==> src/design/epcr_pkg.sv <==
// Constants shared by the event profiler configuration register block
package epcr_pkg;

  // ----------------------------------------------------------------
  // Register addresses
  // ----------------------------------------------------------------
  localparam logic [31:0] EPCR_ADDR_FEATURE_CONFIG = 32'hc000_0105;
  localparam logic [31:0] EPCR_ADDR_CONTROL_BLOCK = 32'hc000_0106;

  // ----------------------------------------------------------------
  // Capability word and configuration field positions
  // ----------------------------------------------------------------
  localparam int EPCR_BIT_PRESENT = 0;
  localparam int EPCR_BIT_EVENT_LO = 1;
  localparam int EPCR_BIT_EVENT_HI = 6;
  localparam int EPCR_NUM_EVENTS = 6;
  localparam int EPCR_BIT_WRAPAROUND = 29;
  localparam int EPCR_BIT_TIMESTAMP = 30;
  localparam int EPCR_BIT_THRESHOLD_IRQ = 31;
  localparam int EPCR_CORE_TAG_LO = 32;
  localparam int EPCR_CORE_TAG_HI = 39;
  localparam int EPCR_VECTOR_LO = 40;
  localparam int EPCR_VECTOR_HI = 47;
  localparam int EPCR_FEATURE_ID_BIT = 15;
  localparam int EPCR_STATE_MASK_BIT = 62;

  // Configuration bits that can ever be written: 47:32 plus supported features
  localparam logic [63:0] EPCR_FIELD_MASK = 64'h0000_ffff_0000_0000;
  localparam logic [31:0] EPCR_CAP_DEFINED = 32'he000_007f;

  // ----------------------------------------------------------------
  // Reset values
  // ----------------------------------------------------------------
  localparam logic [63:0] EPCR_CONFIG_RESET = 64'h0000_0000_0000_0000;
  localparam logic [63:0] EPCR_ADDR_RESET = 64'h0000_0000_0000_0000;
  localparam logic [63:0] EPCR_ZERO64 = 64'h0000_0000_0000_0000;

  // ----------------------------------------------------------------
  // Access response
  // ----------------------------------------------------------------
  typedef enum logic [1:0] {
    EPCR_RESP_OK = 2'b00,
    EPCR_RESP_GP_FAULT = 2'b01,
    EPCR_RESP_UNDEF_OP = 2'b10,
    EPCR_RESP_UNMAPPED = 2'b11
  } epcr_resp_e;

  // Profiler instructions
  typedef enum logic [1:0] {
    EPCR_INSTR_LOAD = 2'b00,
    EPCR_INSTR_STORE = 2'b01,
    EPCR_INSTR_RECORD = 2'b10,
    EPCR_INSTR_SAMPLED = 2'b11
  } epcr_instr_e;

endpackage

==> src/design/epcr_config_check.sv <==
// Write legality check for the feature configuration register
`timescale 1ns/100ps
module epcr_config_check
  import epcr_pkg::*;
(
  input wire logic [31:0] capability,
  input wire logic [63:0] wdata,
  output logic legal,
  output logic [63:0] allowed_mask
);

  // ----------------------------------------------------------------
  // Allowed bits
  // ----------------------------------------------------------------
  // Bit 0 is never writable; feature bits follow the capability word
  always_comb begin
    allowed_mask = EPCR_FIELD_MASK;
    allowed_mask[31:1] = capability[31:1] & EPCR_CAP_DEFINED[31:1];
    if (!capability[EPCR_BIT_PRESENT]) begin
      allowed_mask[31:1] = 31'h0000_0000;
    end
    legal = ((wdata & ~allowed_mask) == EPCR_ZERO64);
  end

endmodule

==> src/design/epcr_event_gate.sv <==
// Per-event gate from configuration bits to the counting logic
`timescale 1ns/100ps
module epcr_event_gate
  import epcr_pkg::*;
(
  input wire logic clk,
  input wire logic reset_n,
  input wire logic profiling_on,
  input wire logic [EPCR_NUM_EVENTS-1:0] allow,
  input wire logic [EPCR_NUM_EVENTS-1:0] event_raw,
  output logic [EPCR_NUM_EVENTS-1:0] event_count
);

  logic [EPCR_NUM_EVENTS-1:0] next_event_count;

  // ----------------------------------------------------------------
  // Gating, one lane per event code
  // ----------------------------------------------------------------
  genvar gi;
  generate
    for (gi = 0; gi < EPCR_NUM_EVENTS; gi++) begin : g_lane
      always_comb begin
        next_event_count[gi] = profiling_on & allow[gi] & event_raw[gi];
      end
    end
  endgenerate

  always_ff @(posedge clk or negedge reset_n) begin
    if (!reset_n) begin
      event_count <= '0;
    end else begin
      event_count <= next_event_count;
    end
  end

endmodule

==> src/design/epcr_top.sv <==
// Event profiler capability, configuration and control block address registers
`timescale 1ns/100ps
module epcr_top
  import epcr_pkg::*;
(
  input wire logic clk,
  input wire logic reset_n,
  input wire logic [31:0] capability_strap,
  input wire logic feature_id_present,
  input wire logic [63:0] extended_state_mask,
  input wire logic timestamp_available,
  input wire logic reg_req,
  input wire logic reg_write,
  input wire logic [31:0] reg_addr,
  input wire logic [63:0] reg_wdata,
  output logic reg_done,
  output logic [1:0] reg_resp,
  output logic [63:0] reg_rdata,
  input wire logic instr_req,
  input wire logic [1:0] instr_op,
  input wire logic [63:0] instr_addr,
  input wire logic instr_block_valid,
  output logic instr_done,
  output logic [1:0] instr_resp,
  output logic [63:0] instr_rdata,
  input wire logic [5:0] event_raw,
  input wire logic threshold_hit,
  output logic [31:0] capability_word,
  output logic [31:0] user_query,
  output logic profiling_on,
  output logic state_discard,
  output logic wraparound_mode,
  output logic timestamp_store,
  output logic [7:0] core_tag,
  output logic [63:0] block_linear_addr,
  output logic [5:0] event_count,
  output logic irq_req,
  output logic [7:0] irq_vector
);

  // ----------------------------------------------------------------
  // State
  // ----------------------------------------------------------------
  logic [63:0] feature_config;
  logic [63:0] next_feature_config;
  logic [63:0] control_block_address;
  logic [63:0] next_control_block_address;
  logic [31:0] cap_clean;
  logic [31:0] next_capability_word;
  logic cfg_legal;
  logic sel_config;
  logic sel_block;
  logic next_reg_done;
  logic [1:0] next_reg_resp;
  logic [63:0] next_reg_rdata;
  logic next_instr_done;
  logic [1:0] next_instr_resp;
  logic [63:0] next_instr_rdata;
  logic next_state_discard;
  logic next_irq_req;
  logic instr_enabled;
  epcr_resp_e resp_sel;
  epcr_instr_e op_sel;
  logic [31:0] next_user_query;
  logic next_profiling_on;
  logic next_wraparound_mode;
  logic next_timestamp_store;
  logic [7:0] next_core_tag;
  logic [63:0] next_block_linear_addr;
  logic [7:0] next_irq_vector;

  // ----------------------------------------------------------------
  // Capability word
  // ----------------------------------------------------------------
  // Reserved bits forced low regardless of strap
  always_comb begin
    cap_clean = capability_strap & EPCR_CAP_DEFINED;
    cap_clean[EPCR_BIT_PRESENT] = capability_strap[EPCR_BIT_PRESENT] &
      feature_id_present;
    next_capability_word = cap_clean;
    if (!cap_clean[EPCR_BIT_PRESENT]) begin
      next_capability_word = 32'h0000_0000;
    end
  end

  epcr_config_check u_check (
    .capability(next_capability_word),
    .wdata(reg_wdata),
    .legal(cfg_legal),
    .allowed_mask()
  );

  assign instr_enabled = next_capability_word[EPCR_BIT_PRESENT] &
    extended_state_mask[EPCR_STATE_MASK_BIT];
  assign op_sel = epcr_instr_e'(instr_op);

  // ----------------------------------------------------------------
  // Address decode
  // ----------------------------------------------------------------
  // Exact match only; any other address answers as unmapped while the feature id is present, otherwise as a fault
  always_comb begin
    sel_config = 1'b0;
    sel_block = 1'b0;
    if (reg_addr == EPCR_ADDR_FEATURE_CONFIG) begin
      sel_config = 1'b1;
    end else if (reg_addr == EPCR_ADDR_CONTROL_BLOCK) begin
      sel_block = 1'b1;
    end
  end

  // ----------------------------------------------------------------
  // Register and instruction next state
  // ----------------------------------------------------------------
  always_comb begin
    next_feature_config = feature_config;
    next_control_block_address = control_block_address;
    next_reg_done = 1'b0;
    next_reg_resp = reg_resp;
    next_reg_rdata = reg_rdata;
    next_instr_done = 1'b0;
    next_instr_resp = instr_resp;
    next_instr_rdata = instr_rdata;
    next_state_discard = 1'b0;
    resp_sel = EPCR_RESP_OK;
    if (reg_req) begin
      next_reg_done = 1'b1;
      next_reg_rdata = EPCR_ZERO64;
      if (!feature_id_present) begin
        resp_sel = EPCR_RESP_GP_FAULT;
      end else if (sel_config) begin
        if (reg_write) begin
          if (cfg_legal) begin
            next_feature_config = reg_wdata;
          end else begin
            resp_sel = EPCR_RESP_GP_FAULT;
          end
        end else begin
          next_reg_rdata = feature_config;
        end
      end else if (sel_block) begin
        if (reg_write) begin
          if (reg_wdata != EPCR_ZERO64) begin
            resp_sel = EPCR_RESP_GP_FAULT;
          end else begin
            next_control_block_address = EPCR_ZERO64;
            next_state_discard = 1'b1;
          end
        end else begin
          // Plain read, nothing flushed
          next_reg_rdata = control_block_address;
        end
      end else begin
        resp_sel = EPCR_RESP_UNMAPPED;
      end
      next_reg_resp = resp_sel;
    end else if (instr_req) begin
      // Register access wins the cycle; the core must not issue both at once
      next_instr_done = 1'b1;
      next_instr_rdata = EPCR_ZERO64;
      next_instr_resp = EPCR_RESP_OK;
      if (!instr_enabled) begin
        next_instr_resp = EPCR_RESP_UNDEF_OP;
      end else begin
        case (op_sel)
          EPCR_INSTR_LOAD: begin
            if (instr_addr == EPCR_ZERO64) begin
              // Zero only stops profiling; there is no block to validate
              next_control_block_address = EPCR_ZERO64;
            end else if (instr_block_valid) begin
              next_control_block_address = instr_addr;
            end else begin
              // Invalid block leaves the profiler disabled
              next_control_block_address = EPCR_ZERO64;
              next_instr_resp = EPCR_RESP_GP_FAULT;
            end
          end
          EPCR_INSTR_STORE: begin
            // Stored linear address as kept; segment arithmetic is left to the core
            next_instr_rdata = control_block_address;
          end
          default: begin
            next_instr_rdata = EPCR_ZERO64;
          end
        endcase
      end
    end
  end

  // Threshold interrupt only with the allow bit set
  always_comb begin
    next_irq_req = threshold_hit & profiling_on &
      feature_config[EPCR_BIT_THRESHOLD_IRQ];
  end

  // ----------------------------------------------------------------
  // Derived controls
  // ----------------------------------------------------------------
  // Taken from the next register values so that every derived output
  // changes on the same edge as the answer that caused it
  always_comb begin
    next_user_query = {next_feature_config[31:1], 1'b0};
    next_profiling_on = (next_control_block_address != EPCR_ZERO64);
    next_wraparound_mode = next_feature_config[EPCR_BIT_WRAPAROUND];
    // Bit stays in the register without a counter; only the control is gated
    next_timestamp_store = next_feature_config[EPCR_BIT_TIMESTAMP] &
      timestamp_available;
    next_core_tag = next_feature_config[EPCR_CORE_TAG_HI:EPCR_CORE_TAG_LO];
    next_block_linear_addr = next_control_block_address;
    next_irq_vector = next_feature_config[EPCR_VECTOR_HI:EPCR_VECTOR_LO];
  end

  // ----------------------------------------------------------------
  // Registers
  // ----------------------------------------------------------------
  always_ff @(posedge clk or negedge reset_n) begin
    if (!reset_n) begin
      feature_config <= EPCR_CONFIG_RESET;
      control_block_address <= EPCR_ADDR_RESET;
      capability_word <= 32'h0000_0000;
      reg_done <= 1'b0;
      reg_resp <= 2'b00;
      reg_rdata <= 64'h0000_0000_0000_0000;
      instr_done <= 1'b0;
      instr_resp <= 2'b00;
      instr_rdata <= 64'h0000_0000_0000_0000;
      state_discard <= 1'b0;
      irq_req <= 1'b0;
    end else begin
      feature_config <= next_feature_config;
      control_block_address <= next_control_block_address;
      capability_word <= next_capability_word;
      reg_done <= next_reg_done;
      reg_resp <= next_reg_resp;
      reg_rdata <= next_reg_rdata;
      instr_done <= next_instr_done;
      instr_resp <= next_instr_resp;
      instr_rdata <= next_instr_rdata;
      state_discard <= next_state_discard;
      irq_req <= next_irq_req;
    end
  end

  // ----------------------------------------------------------------
  // Derived controls, registered so outputs come from flip-flops
  // ----------------------------------------------------------------
  always_ff @(posedge clk or negedge reset_n) begin
    if (!reset_n) begin
      user_query <= 32'h0000_0000;
      profiling_on <= 1'b0;
      wraparound_mode <= 1'b0;
      timestamp_store <= 1'b0;
      core_tag <= 8'h00;
      block_linear_addr <= 64'h0000_0000_0000_0000;
      irq_vector <= 8'h00;
    end else begin
      user_query <= next_user_query;
      profiling_on <= next_profiling_on;
      wraparound_mode <= next_wraparound_mode;
      timestamp_store <= next_timestamp_store;
      core_tag <= next_core_tag;
      block_linear_addr <= next_block_linear_addr;
      irq_vector <= next_irq_vector;
    end
  end

  // ----------------------------------------------------------------
  // Event gate
  // ----------------------------------------------------------------
  // Gate reads registered state, so a new allow bit acts one cycle after the answer
  epcr_event_gate u_gate (
    .clk(clk),
    .reset_n(reset_n),
    .profiling_on(profiling_on),
    .allow(feature_config[EPCR_BIT_EVENT_HI:EPCR_BIT_EVENT_LO]),
    .event_raw(event_raw),
    .event_count(event_count)
  );

endmodule

==> config.mk <==
export PLATFORM = sky130hd
export DESIGN_NAME = epcr_top
export DESIGN_NICKNAME = d
export VERILOG_FILES = /design/src/design/epcr_pkg.sv /design/src/design/epcr_config_check.sv /design/src/design/epcr_event_gate.sv /design/src/design/epcr_top.sv
export SDC_FILE = /design/constraint.sdc
export NUM_CORES = 1
export LEC_CHECK = 0
export BUFFER_PORTS_ARGS = -buffer_cell sky130_fd_sc_hd__clkbuf_2
export CAP_MARGIN = 10
export CORE_AREA = 4 4 217 219
export CTS_BUF_LIST = sky130_fd_sc_hd__clkbuf_4 sky130_fd_sc_hd__clkbuf_8
export DETAILED_ROUTE_END_ITERATION = 12
export DIE_AREA = 0 0 221 223
export GPL_ROUTABILITY_DRIVEN = 0
export PLACE_DENSITY = 0.59
export REMOVE_ABC_BUFFERS = 1
export SYNTH_ARGS = -nofsm -noshare
export SYNTH_HDL_FRONTEND = slang
export SYNTH_HIERARCHICAL = 1
export SYNTH_SLANG_ARGS = --single-unit
==> constraint.sdc <==
create_clock -name clk -period 2.1 [get_ports clk]
set_input_delay 0.42 -clock clk [delete_from_list [all_inputs] [get_ports clk]]
set_output_delay 0.42 -clock clk [all_outputs]
set_load 0.03 [all_outputs]
# ---- After elaboration in Yosys (flattened, before gate mapping)
# Index checks and enable logic that the tools add are counted.
# W data, S select, Z words.
dict set report op_classes {
  eq_ne 3
  mux 48
  n_bitwise 20
  n_reduce_logical 7
}
# cell n
set ops {}
lappend ops {{$mux W64} 18}
lappend ops {{$mux W48} 5}
lappend ops {{$logic_not A64 Y1} 2}
lappend ops {{$reduce_bool A64 Y1} 2}
lappend ops {{$and A64 B64 Y64} 1}
lappend ops {{$eq A32 B32 Y1 const B} 2}
lappend ops {{$not A48 Y64} 1}
lappend ops {{$mux W32} 1}
lappend ops {{$mux W31} 1}
lappend ops {{$mux W1} 19}
lappend ops {{$and A1 B1 Y1} 17}
lappend ops {{$mux W2} 4}
lappend ops {{$reduce_and A5 Y1} 1}
lappend ops {{$eq A2 B1 Y1 const B} 1}
lappend ops {{$logic_not A2 Y1} 1}
lappend ops {{$reduce_and A2 Y1} 1}
lappend ops {{$not A1 Y1} 1}
dict set report totals {
  regBits 352
  in_bits 273
  out_inout_bits 289
  wordCells 97
}

# ---- Logic depth before layout (Yosys ltp)
# Gate-level depths: netlist of the first run.
dict set report depth {
  ltp_word 12
  ltp_mapped 9
  mapped_depth_nobuf 8
}

# ---- Hierarchy
# Netlist of the first run, hierarchy kept.
# mod n_inst cells_each area_each_um2 seq_area_each_um2
set modules_own_cells {}
lappend modules_own_cells {epcr_top 1 943 11508.5 6906.6}
lappend modules_own_cells {epcr_config_check 1 97 676.9 0.0}
lappend modules_own_cells {epcr_event_gate 1 12 187.7 150.1}

# ---- Least setup slack after synthesis of the first run
# Ideal clock, no wire load.
dict set report synth_timing {
  kind {input to register}
  start {input feature_id_present}
  end {register user_query[29]}
  setup_time_ns 0.128
  arrival_time_ns 2.505
  required_time_ns 1.972
  slack_ns -0.533
  cell_stages 9
  n_path_buf 2
  cell_sequence {clkbuf_1 -> and3_1 -> nor2b_1 -> a2111oi_0 -> o211ai_1 -> nor4_2 -> nand3_1 -> clkbuf_1 -> mux2_1}
}
dict set report synth_via {
  elab_chain_len 11
}
# item line
set synth_rtl {}
lappend synth_rtl {{start: declaration} epcr_top.sv:9} ;# input wire logic feature_id_present,
lappend synth_rtl {{$and A1 B1 Y1} epcr_top.sv:78} ;# cap_clean[EPCR_BIT_PRESENT] = capability_strap[EPCR_BIT_PRESENT] &
lappend synth_rtl {{$mux W32} epcr_top.sv:81} ;# if (!cap_clean[EPCR_BIT_PRESENT]) begin
lappend synth_rtl {{via next_capability_word[30]} epcr_top.sv:49} ;# logic [31:0] next_capability_word;
lappend synth_rtl {{$mux W31} epcr_config_check.sv:19} ;# if (!capability[EPCR_BIT_PRESENT]) begin
lappend synth_rtl {{$not A48 Y64} epcr_config_check.sv:22} ;# legal = ((wdata & ~allowed_mask) == EPCR_ZERO64);
lappend synth_rtl {{$and A64 B64 Y64} epcr_config_check.sv:22}
lappend synth_rtl {{$logic_not A64 Y1} epcr_config_check.sv:22}
lappend synth_rtl {{via cfg_legal} epcr_top.sv:50} ;# logic cfg_legal;
lappend synth_rtl {{$mux W48} epcr_top.sv:132} ;# if (cfg_legal) begin
lappend synth_rtl {{$mux W48} epcr_top.sv:131} ;# if (reg_write) begin
lappend synth_rtl {{$mux W48} epcr_top.sv:130} ;# end else if (sel_config) begin
lappend synth_rtl {{$mux W48} epcr_top.sv:128} ;# if (!feature_id_present) begin
lappend synth_rtl {{$mux W48} epcr_top.sv:125} ;# if (reg_req) begin
lappend synth_rtl {{end signal: assignment} epcr_top.sv:256} ;# user_query <= next_user_query;
lappend synth_rtl {{end: declaration} epcr_top.sv:29} ;# output logic [31:0] user_query,
# The timed path passes the listed nets, and every way through them passes these cells.
# A chain may end at the register's enable or synchronous reset.

==> impl_results.md, run 1 <==
* Max VDD drop at 0.378 mV
* Status: finished, final reports clean
* Dpl hpwl at 43500 um
* Layout cells sized above 1 at 49.5%
* Max Clock Freq at 481 MHz
* Post-Syn Area at 11900 um2
* Initial antenna violation count at 12
* Clock Latency Late Sink at 0.63 ns
* Final setup fails at 0
* CTS buffer count at 50
* Vias post-DR at 11222
* Pin count of the biggest net entering global routing at 55
* Starting density of the core at 26.4%
* Post-CTS setup buffers at 0
* FF-to-FF setup slack at 0.02 ns
* RSZ-0062 raised after global routing: yes
* Crit path kind: flop to flop
* Core area at 45100 um2
* Placed Instances at 2177
* Avg WL per Cell at 24.5 um
* First-pass GRT wire length at 80100 um
* CP most frequent cell: nor4_2
* Worst R2R Path Depth at 6
* Crit Path Max Fanout at 2
* Mapped Cells at 986
* Post-route clock skew at 0.0330 ns
* Leakage at 9.20 nW
* Pin slew with the least headroom to its limit at 0.501 ns
* Worst-case clock buffer depth at 3
* Arrival time worst endpoint at 2.57 ns
* R2r startpoint: block_linear_addr[43]
* Pre-CTS setup slack at -0.956 ns
* DIE HEIGHT at 223 um
* Vias in the first global route at 11668
* Final Hold Fails at 0
* Critical Path Start: block_linear_addr[43]
* DIE WIDTH at 221 um
* Cell Chain, Critical Path: nor4_2 > buf_4 > nand4_1 > nor4_2 > a211oi_1 > or4_1
* Final worst-path setup slack at 0.0200 ns
* Ys Warns at 6
* Nets at 1914
* Full die area at 49300 um2
* TritonCTS clock tree: done
* Rel. slew slack at 66.3%
* DRT Pass-1 Iters at 6
* Worst setup EP type: flop
* DR vias/cell at 4.92
* WHS at 0.0544 ns
* GRT overflow at 0
* Slowest stage cell, crit path: or4_1
* Period minus WS final at 2.08 ns
* Worst-path clk slew at 0.06 ns
* Post-DRT Antenna Nets at 0
* GRT Util Overall at 21.7%
* Power density cells at 726 nW/um2
* DRC Markers at 0
* Non-filler cells, final at 2282
* Max cap viols at 0
* Max Slew Vio Count at 0
* Startpoint types: flop
* Initial DRC Count at 799
* FP Rows at 78
* Crit Reg-Reg Endpoint: profiling_on
* CTS root buffer: clkbuf_8
* Setup TNS at 0 ns
* I/O pins at 562
* Hold WC Path Type: input port to flop
* Clock sink count at 282
* Fill cells at 4483
* Tcrit/Tclk final at 99.0%
* Port bufs at 453
* CP endpoint: profiling_on
* Area Overhead vs Synth at 48.9%
* Syn avg cell area at 12.1 um2
* H-tree depth at 2
* Max incr delay on CP at 0.52 ns
* Post-Route WL at 55900 um
* Worst EP required at 2.59 ns
flip-flops by register name, indices dropped and copies added, names as in the netlist, 6 cells and up:
signal / cells
block_linear_addr: 64
capability_word: 10
core_tag: 7
feature_config: 20
instr_rdata: 64
irq_vector: 7
reg_rdata: 64
u_gate/event_count: 6
user_query: 30
layer usage:
| metal | vias to the layer above | wire, um | track usage [%] |
|---|---|---|---|
| li1 | 4938 | - | - |
| met1 | 5639 | 23500 | 28.1 |
| met2 | 536 | 26600 | 35.4 |
| met3 | 103 | 3660 | 4.96 |
| met4 | 6 | 2020 | 8.84 |
| met5 | - | 39 | 0 |
critical path, delay by kind of cell (launching register included):
family,cells,cell delay [ns]
AOI/OAI and AO/OA,1,0.10
buffers and inverters,1,0.19
DFF,1,0.39
and+or+nand+nor,4,1.27
cells in the final DEF (no fill, tap or decap), drive strengths merged, types with 2 or more instances in the layout:
cell type	n
clkbuf	527
and3	18
o21ai	2
clkinvlp	3
a22o	107
dlygate4sd3	12
buf	253
dfrtp	282
nor2	27
and2	5
nor2b	3
nand2b	2
mux2	64
diode	10
inv	78
a22oi	87
or4	5
nor4b	3
nor3	6
nor4	63
nand2	2
conb	23
nand4	15
a31oi	2
o22ai	64
a21oi	2
nand3	5
where the power goes:
group          internal (mW)  switching [mW]
combinational          0.695            1.09
sequential              5.55           0.105
clock                   3.05            2.37
repair_timing:
| action | in CTS | in global routing |
|---|---|---|
| gates cloned | 2 | 0 |
| pin swaps | 5 | 2 |
| endpoints found under the setup margin | 114 | 70 |
| hold buffers | 12 | 0 |
| resized for setup | 19 | 15 |
| hold endpoints to repair | 54 | 0 |
worst min path at each step:
stage / start / end / slack [ns] / cells after the start
2_1_floorplan: reset_n / block_linear_addr[0] / 0.12 / 0
3_3_place_gp: reset_n / instr_rdata[41] / 0.40 / 1
3_5_place_dp: reset_n / instr_rdata[41] / 0.40 / 1
4_1_cts: event_raw[0] / u_gate/event_count[0] / 0.0006 / 2
5_1_grt: event_raw[0] / u_gate/event_count[0] / 0.02 / 2
6_report: extended_state_mask[62] / instr_resp[1] / 0.05 / 2
stage by stage:
| stage | total power [mW] | cell area [um2] | utilization, % |
|---|---|---|---|
| detailed placement | 7.50 | 16400 | 36.3 |
| finish | 12.9 | 17700 | 39.3 |
| global placement | 7.49 | 16400 | 36.3 |
| global route | 13.4 | 17700 | 39.3 |
| CTS | 13.0 | 17600 | 39.1 |
| floorplan | 6.28 | 11200 | - |
final cells by class:
type | instances | area [um2] | share of cell area (%)
Tap cell | 600 | 751 | 4.24
Timing Repair Buffer | 715 | 4490 | 25.3
Sequential cell | 282 | 7060 | 39.8
Clock inverter | 6 | 70.1 | 0.396
Inverter | 77 | 289 | 1.63
Antenna cell | 10 | 25.0 | 0.141
Clock buffer | 77 | 972 | 5.49
Multi-Input combinational cell | 515 | 4060 | 22.9
Note: power is estimated with default switching activity, not from simulation.
==> run 2: changes to the inputs <==
GPL_TIMING_DRIVEN = 0   (was default)
RECOVER_POWER = 25   (was default)
==> run 2 against run 1 <==
The run now ends with setup timing left. Critical path depth rose by 4. Global-route usage rose by 0.43 points. Cell area fell by 1.8%. Combinational power fell by 21%. Clock skew fell by 0.018 ns. Setup slack got worse by 0.29 ns. Non-clock buffer count fell by 172. Critical path type is now input port to flop. Largest power group is now the clock network. Highest routed layer is now met4.
==> impl_results.md, run 2 (synthesized netlist as in run 1, its figures left out) <==
* Max Slew Vio Count at 0 (unchanged)
* Stages on worst setup path at 10 (was 6)
* Post-DRT Antenna Nets at 0 (unchanged)
* Max incr delay on CP at 0.55 ns (was 0.52 ns)
* CTS root buffer: clkbuf_8 (unchanged)
* Starting density of the core at 26.4% (unchanged)
* DRC Markers at 0 (unchanged)
* Commonest non-fill, non-tap cell in the layout: clkbuf_2 (unchanged)
* Post-route clock skew at 0.0146 ns (was 0.0330 ns)
* Worst-path clk slew at 0.06 ns (about the same)
* Clock sink count at 282 (unchanged)
* Tcrit/Tclk final at 113% (was 99.0%)
* Startpoint types: input port (was flop)
* GRT overflow at 0 (unchanged)
* Port bufs at 453 (unchanged)
* Arrival time worst endpoint at 2.91 ns (was 2.57 ns)
* Period minus WS final at 2.37 ns (was 2.08 ns)
* Worst EP required at 2.65 ns (was 2.59 ns)
* First-pass GRT wire length at 80900 um (was 80100 um)
* FF-to-FF setup slack at -0.21 ns (was 0.02 ns)
* Crit Reg-Reg Endpoint: profiling_on (unchanged)
* H-tree depth at 2 (unchanged)
* Nets at 1746 (was 1914)
* Leakage at 8.83 nW (was 9.20 nW)
* Pin count of the biggest net entering global routing at 108 (was 55)
* Max Clock Freq at 423 MHz (was 481 MHz)
* Rel. slew slack at 30.6% (was 66.3%)
* Slowest stage cell, crit path: nor4_1 (was or4_1)
* Core area at 45100 um2 (unchanged)
* I/O pins at 562 (unchanged)
* Dpl hpwl at 39600 um (was 43500 um)
* DIE HEIGHT at 223 um (unchanged)
* Crit path kind: input port to flop (was flop to flop)
* Worst setup EP type: flop (unchanged)
* Max VDD drop at 0.404 mV (was 0.378 mV)
* Fill cells at 4434 (was 4483)
* Initial antenna violation count at 5 (was 12)
* Hold WC Path Type: input port to flop (unchanged)
* Power density cells at 753 nW/um2 (was 726 nW/um2)
* RSZ-0062 raised after global routing: yes (unchanged)
* Total power at 13.1 mW (was 12.9 mW)
* Full die area at 49300 um2 (unchanged)
* DR vias/cell at 5.24 (was 4.92)
* Cell Chain, Critical Path: clkbuf_16 > nand2b_1 > buf_12 > nor4_1 > buf_4 > buf_4 > buf_4 > buf_4 > buf_4 > a22o_1 (was nor4_2 > buf_4 > nand4_1 > nor4_2 > a211oi_1 > or4_1)
* Avg WL per Cell at 27.2 um (was 24.5 um)
* Biggest registers after layout: block_linear_addr: 64 flops, instr_rdata: 64 flops, reg_rdata: 64 flops (unchanged)
* Worst-case clock buffer depth at 3 (unchanged)
* Pin slew with the least headroom to its limit at 1.04 ns (was 0.501 ns)
* Status: finished, violations left (was finished, final reports clean)
* Commonest non-fill, non-tap cells in the layout: clkbuf_2, dfrtp_1, a22o_1, a22oi_1, inv_1 (was clkbuf_2, dfrtp_1, buf_4, a22o_1, a22oi_1)
* Crit Path Max Fanout at 37 (was 2)
* R2r startpoint: block_linear_addr[43] (unchanged)
* CP most frequent cell: buf_4 (was nor4_2)
* Final setup fails at 76 (was 0)
* Initial DRC Count at 880 (was 799)
* TritonCTS clock tree: done (unchanged)
* Final worst-path setup slack at -0.266 ns (was 0.0200 ns)
* DRT Pass-1 Iters at 5 (was 6)
* CP endpoint: instr_rdata[32] (was profiling_on)
* Critical Path Start: reg_req (was block_linear_addr[43])
* Worst R2R Path Depth at 5 (was 6)
* Final Hold Fails at 0 (unchanged)
* Post-Route Utilization at 38.6% (was 39.3%)
* Failing checks: setup timing
* Vias post-DR at 11093 (was 11222)
* Vias in the first global route at 11312 (was 11668)
* Cell family with most CP delay: buffers and inverters (was simple AND/OR/NAND/NOR gates)
* FP Rows at 78 (unchanged)
* DIE WIDTH at 221 um (unchanged)
* GRT Util Overall at 22.1% (was 21.7%)
* Max cap viols at 0 (unchanged)
* Post-Route WL at 57600 um (was 55900 um)
* CTS buffer count at 49 (was 50)
* Layout cells sized above 1 at 49.1% (was 49.5%)
* WHS at 0.0496 ns (was 0.0544 ns)
* CP bufs+invs at 7 (was 1)
* Clock Latency Late Sink at 0.62 ns (was 0.63 ns)
* Area Overhead vs Synth at 46.1% (was 48.9%)
[run 2: changes by cell type in the layout (fill, tap and decap cells not counted), sizes merged, moves of 2 or more]
cell | before | now
buf | 253 | 82
clkinv | 1 | 6
diode | 10 | 6
bufinv | 1 | 3
[run 2: what timing repair did]
action	in CTS	in global routing
gates cloned	16	2
endpoints found under the hold margin	82	0
buffers inserted	33	11
gates resized for setup	143	55
endpoints found under the setup margin	247	133
hold buffers	12	0
pin swaps	43	22
[run 2: how the worst min path moves through the flow]
stage	cells past startpoint	end	slack, ns	startpoint
floorplan	0	block_linear_addr[0]	0.12	reset_n
global placement	1	instr_resp[0]	0.47	instr_resp[0]
detailed placement	1	feature_config[48]	0.48	feature_config[48]
CTS	2	block_linear_addr[33]	0.00005	instr_addr[33]
global route	2	block_linear_addr[32]	0.01	instr_addr[32]
finish	2	u_gate/event_count[1]	0.05	event_raw[1]
[run 2: where the power goes]
group	total (mW)	switching, mW	internal, mW
Combinational	1.40	0.949	0.454
Clock	5.88	2.43	3.46
Sequential	5.80	0.247	5.55
Total	13.1	3.62	9.46
[run 2: routing by layer]
layer | GRT usage (%) | up-vias | wire length [um]
met5 | 0 | - | 0
met4 | 9.26 | 0 | 2380
met3 | 6.21 | 123 | 4820
met2 | 35.5 | 670 | 27000
met1 | 28.3 | 5675 | 23400
li1 | - | 4625 | -
[run 2: metrics by stage]
step                setup WS (ns)  setup TNS (ns)  cells  area, um2
finish                     -0.266           -6.15   2118      17400
global route               -0.337          -23.65   2116      17400
CTS                        -0.333          -20.90   2107      17200
detailed placement          -2.39         -355.03   1957      14700
global placement           -12.74        -4448.49   1925      14200
floorplan                   -5.62        -1146.84    872      11200
[run 2: area by class of cell]
cell class | count | area [um2] | area share, %
diodes | 6 | 15.0 | 0.0864
clock buffers | 79 | 1020 | 5.89
clock inverters | 11 | 135 | 0.777
inverters | 77 | 292 | 1.68
multi-input cells | 520 | 4570 | 26.3
flip-flops and latches | 282 | 7060 | 40.6
well taps | 600 | 751 | 4.32
repair buffers | 543 | 3540 | 20.3
[run 2: worst register-to-register path: cells and delay by family (launching register included)]
family,cells,cell delay [ns]
simple gates,4,1.65
flops,1,0.42
compound gates,1,0.11
==> run 3: changes to the inputs <==
HOLD_SLACK_MARGIN = 0.1   (was default)
==> run 3 against run 2 <==
Count of clock-buffer cells in the layout stayed put. Clock power hardly changed. Global-route usage is 0.54 points higher. Fmax is 0.82% lower. Register-to-register slack worse by 0.06 ns. Combinational power is 11% higher. Highest routed layer is now met5. Critical path depth is 1 lower. Critical endpoint is now instr_rdata[42]. The flow still finishes with violations (setup timing). Total power is 1.3% higher.
==> impl_results.md, run 3 (synthesized netlist as in run 1, its figures left out) <==
* Post-DRT Antenna Nets at 0 (unchanged)
* Dpl hpwl at 39600 um (unchanged)
* Status: finished, violations left (unchanged)
* Max cap viols at 0 (unchanged)
* CP most frequent cell: buf_4 (unchanged)
* DIE HEIGHT at 223 um (unchanged)
* Post-route clock skew at 0.0130 ns (was 0.0146 ns)
* Slowest stage cell, crit path: nor4_1 (unchanged)
* GRT Util Overall at 22.7% (was 22.1%)
* Clock sink count at 282 (unchanged)
* DIE WIDTH at 221 um (unchanged)
* Worst-path clk slew at 0.06 ns (about the same)
* Period minus WS final at 2.39 ns (was 2.37 ns)
* Pin slew with the least headroom to its limit at 1.05 ns (was 1.04 ns)
* H-tree depth at 2 (unchanged)
* Full die area at 49300 um2 (unchanged)
* Max incr delay on CP at 0.56 ns (was 0.55 ns)
* CP bufs+invs at 6 (was 7)
* DR vias/cell at 5.18 (was 5.24)
* Total power at 13.2 mW (was 13.1 mW)
* GRT overflow at 0 (unchanged)
* Layout cells sized above 1 at 45.5% (was 49.1%)
* Biggest registers after layout: block_linear_addr: 64 flops, instr_rdata: 64 flops, reg_rdata: 64 flops (unchanged)
* Hold WC Path Type: input port to flop (unchanged)
* DRC Markers at 0 (unchanged)
* Nets at 1858 (was 1746)
* Port bufs at 453 (unchanged)
* Crit Path Max Fanout at 36 (was 37)
* Post-Route WL at 58900 um (was 57600 um)
* Pre-CTS setup slack at -2.39 ns (unchanged)
* Startpoint types: input port (unchanged)
* Initial DRC Count at 1021 (was 880)
* Clock Latency Late Sink at 0.62 ns (about the same)
* Vias in the first global route at 12004 (was 11312)
* Max Slew Vio Count at 0 (unchanged)
* Pin count of the biggest net entering global routing at 108 (unchanged)
* Starting density of the core at 26.4% (unchanged)
* Initial antenna violation count at 8 (was 5)
* Worst-case clock buffer depth at 3 (unchanged)
* Core area at 45100 um2 (unchanged)
* Crit path kind: input port to flop (unchanged)
* TritonCTS clock tree: done (unchanged)
* Commonest non-fill, non-tap cell in the layout: clkbuf_2 (unchanged)
* Worst EP required at 2.64 ns (was 2.65 ns)
* Worst setup EP type: flop (unchanged)
* Cell Chain, Critical Path: clkbuf_16 > nand2b_1 > buf_12 > nor4_1 > clkbuf_1 > clkbuf_2 > buf_4 > buf_4 > a22o_1 (was clkbuf_16 > nand2b_1 > buf_12 > nor4_1 > buf_4 > buf_4 > buf_4 > buf_4 > buf_4 > a22o_1)
* Power density cells at 717 nW/um2 (was 753 nW/um2)
* Final setup fails at 108 (was 76)
* Vias post-DR at 11550 (was 11093)
* Leakage at 9.31 nW (was 8.83 nW)
* CTS buffer count at 49 (unchanged)
* Failing checks: setup timing (unchanged)
* Non-filler cells, final at 2230 (was 2118)
* CTS root buffer: clkbuf_8 (unchanged)
* Final Hold Fails at 0 (unchanged)
* Max Clock Freq at 419 MHz (was 423 MHz)
* FP Rows at 78 (unchanged)
* Cell family with most CP delay: buffers and inverters (unchanged)
* Placed Instances at 1957 (unchanged)
* I/O pins at 562 (unchanged)
* First-pass GRT wire length at 83500 um (was 80900 um)
* Arrival time worst endpoint at 2.93 ns (was 2.91 ns)
* Final worst-path setup slack at -0.286 ns (was -0.266 ns)
* Post-Route Utilization at 41.0% (was 38.6%)
* DRT Pass-1 Iters at 5 (unchanged)
* Commonest non-fill, non-tap cells in the layout: clkbuf_2, dfrtp_1, dlygate4sd3_1, a22o_1, a22oi_1 (was clkbuf_2, dfrtp_1, a22o_1, a22oi_1, inv_1)
* Rel. slew slack at 30.0% (was 30.6%)
* Avg WL per Cell at 26.4 um (was 27.2 um)
* Max VDD drop at 0.406 mV (was 0.404 mV)
* Area Overhead vs Synth at 55.4% (was 46.1%)
* Tcrit/Tclk final at 114% (was 113%)
* RSZ-0062 raised after global routing: yes (unchanged)
run 3: path summary, 6_finish.rpt:
check	start	end	slack (ns)	cells after the start
worst min-delay path	reg_wdata[25]	user_query[25]	0.15	2
worst max register to register	block_linear_addr[48]	profiling_on	-0.27	5
worst min register to register	instr_resp[0]	instr_resp[0]	0.50	1
worst max-delay path	reg_req	instr_rdata[42]	-0.29	9
min in group asynchronous	reset_n	instr_rdata[31]	0.58	2
max in group asynchronous	reset_n	instr_rdata[6]	0.09	3
run 3: through the flow:
step | cell area, um2 | TNS [ns] | hold slack [ns]
finish | 18500 | -11.42 | 0.148
CTS | 18300 | -20.90 | 0.100
floorplan | 11200 | -1146.84 | 0.124
detailed placement | 14700 | -355.03 | 0.483
global route | 18500 | -29.59 | 0.109
global placement | 14200 | -4448.49 | 0.471
run 3: power breakdown:
part           total [mW]  switching, mW  internal [mW]
clock                5.90           2.44           3.46
combinational        1.55          0.976          0.577
sequential           5.80          0.247           5.55
total                13.2           3.66           9.59
run 3: layout make-up:
class                      instances  area (um2)
fill                            4352       26600
sequential                       282        7060
timing repair buffer             655        4670
multi-input combinational        520        4530
clock buffer                      79        1020
tap                              600         751
inverter                          77         292
clock inverter                    11         135
antenna                            6        15.0
run 3: timing repair:
| action | CTS | global route |
|---|---|---|
| gates cloned | 16 | 3 |
| buffers inserted | 33 | 10 |
| setup endpoints to repair | 247 | 135 |
| hold buffers | 124 | 1 |
| resized for setup | 143 | 47 |
| endpoints found under the hold margin | 194 | 1 |
| pin swaps | 43 | 23 |
run 3: metal layers:
layer / vias to the layer above / routed length (um) / GRT usage (%)
li1: 4855 / - / -
met4: 2 / 2580 / 9.48
met5: - / 7 / 0
met3: 125 / 4650 / 6.34
met1: 5918 / 24100 / 28.5
met2: 650 / 27600 / 36.9
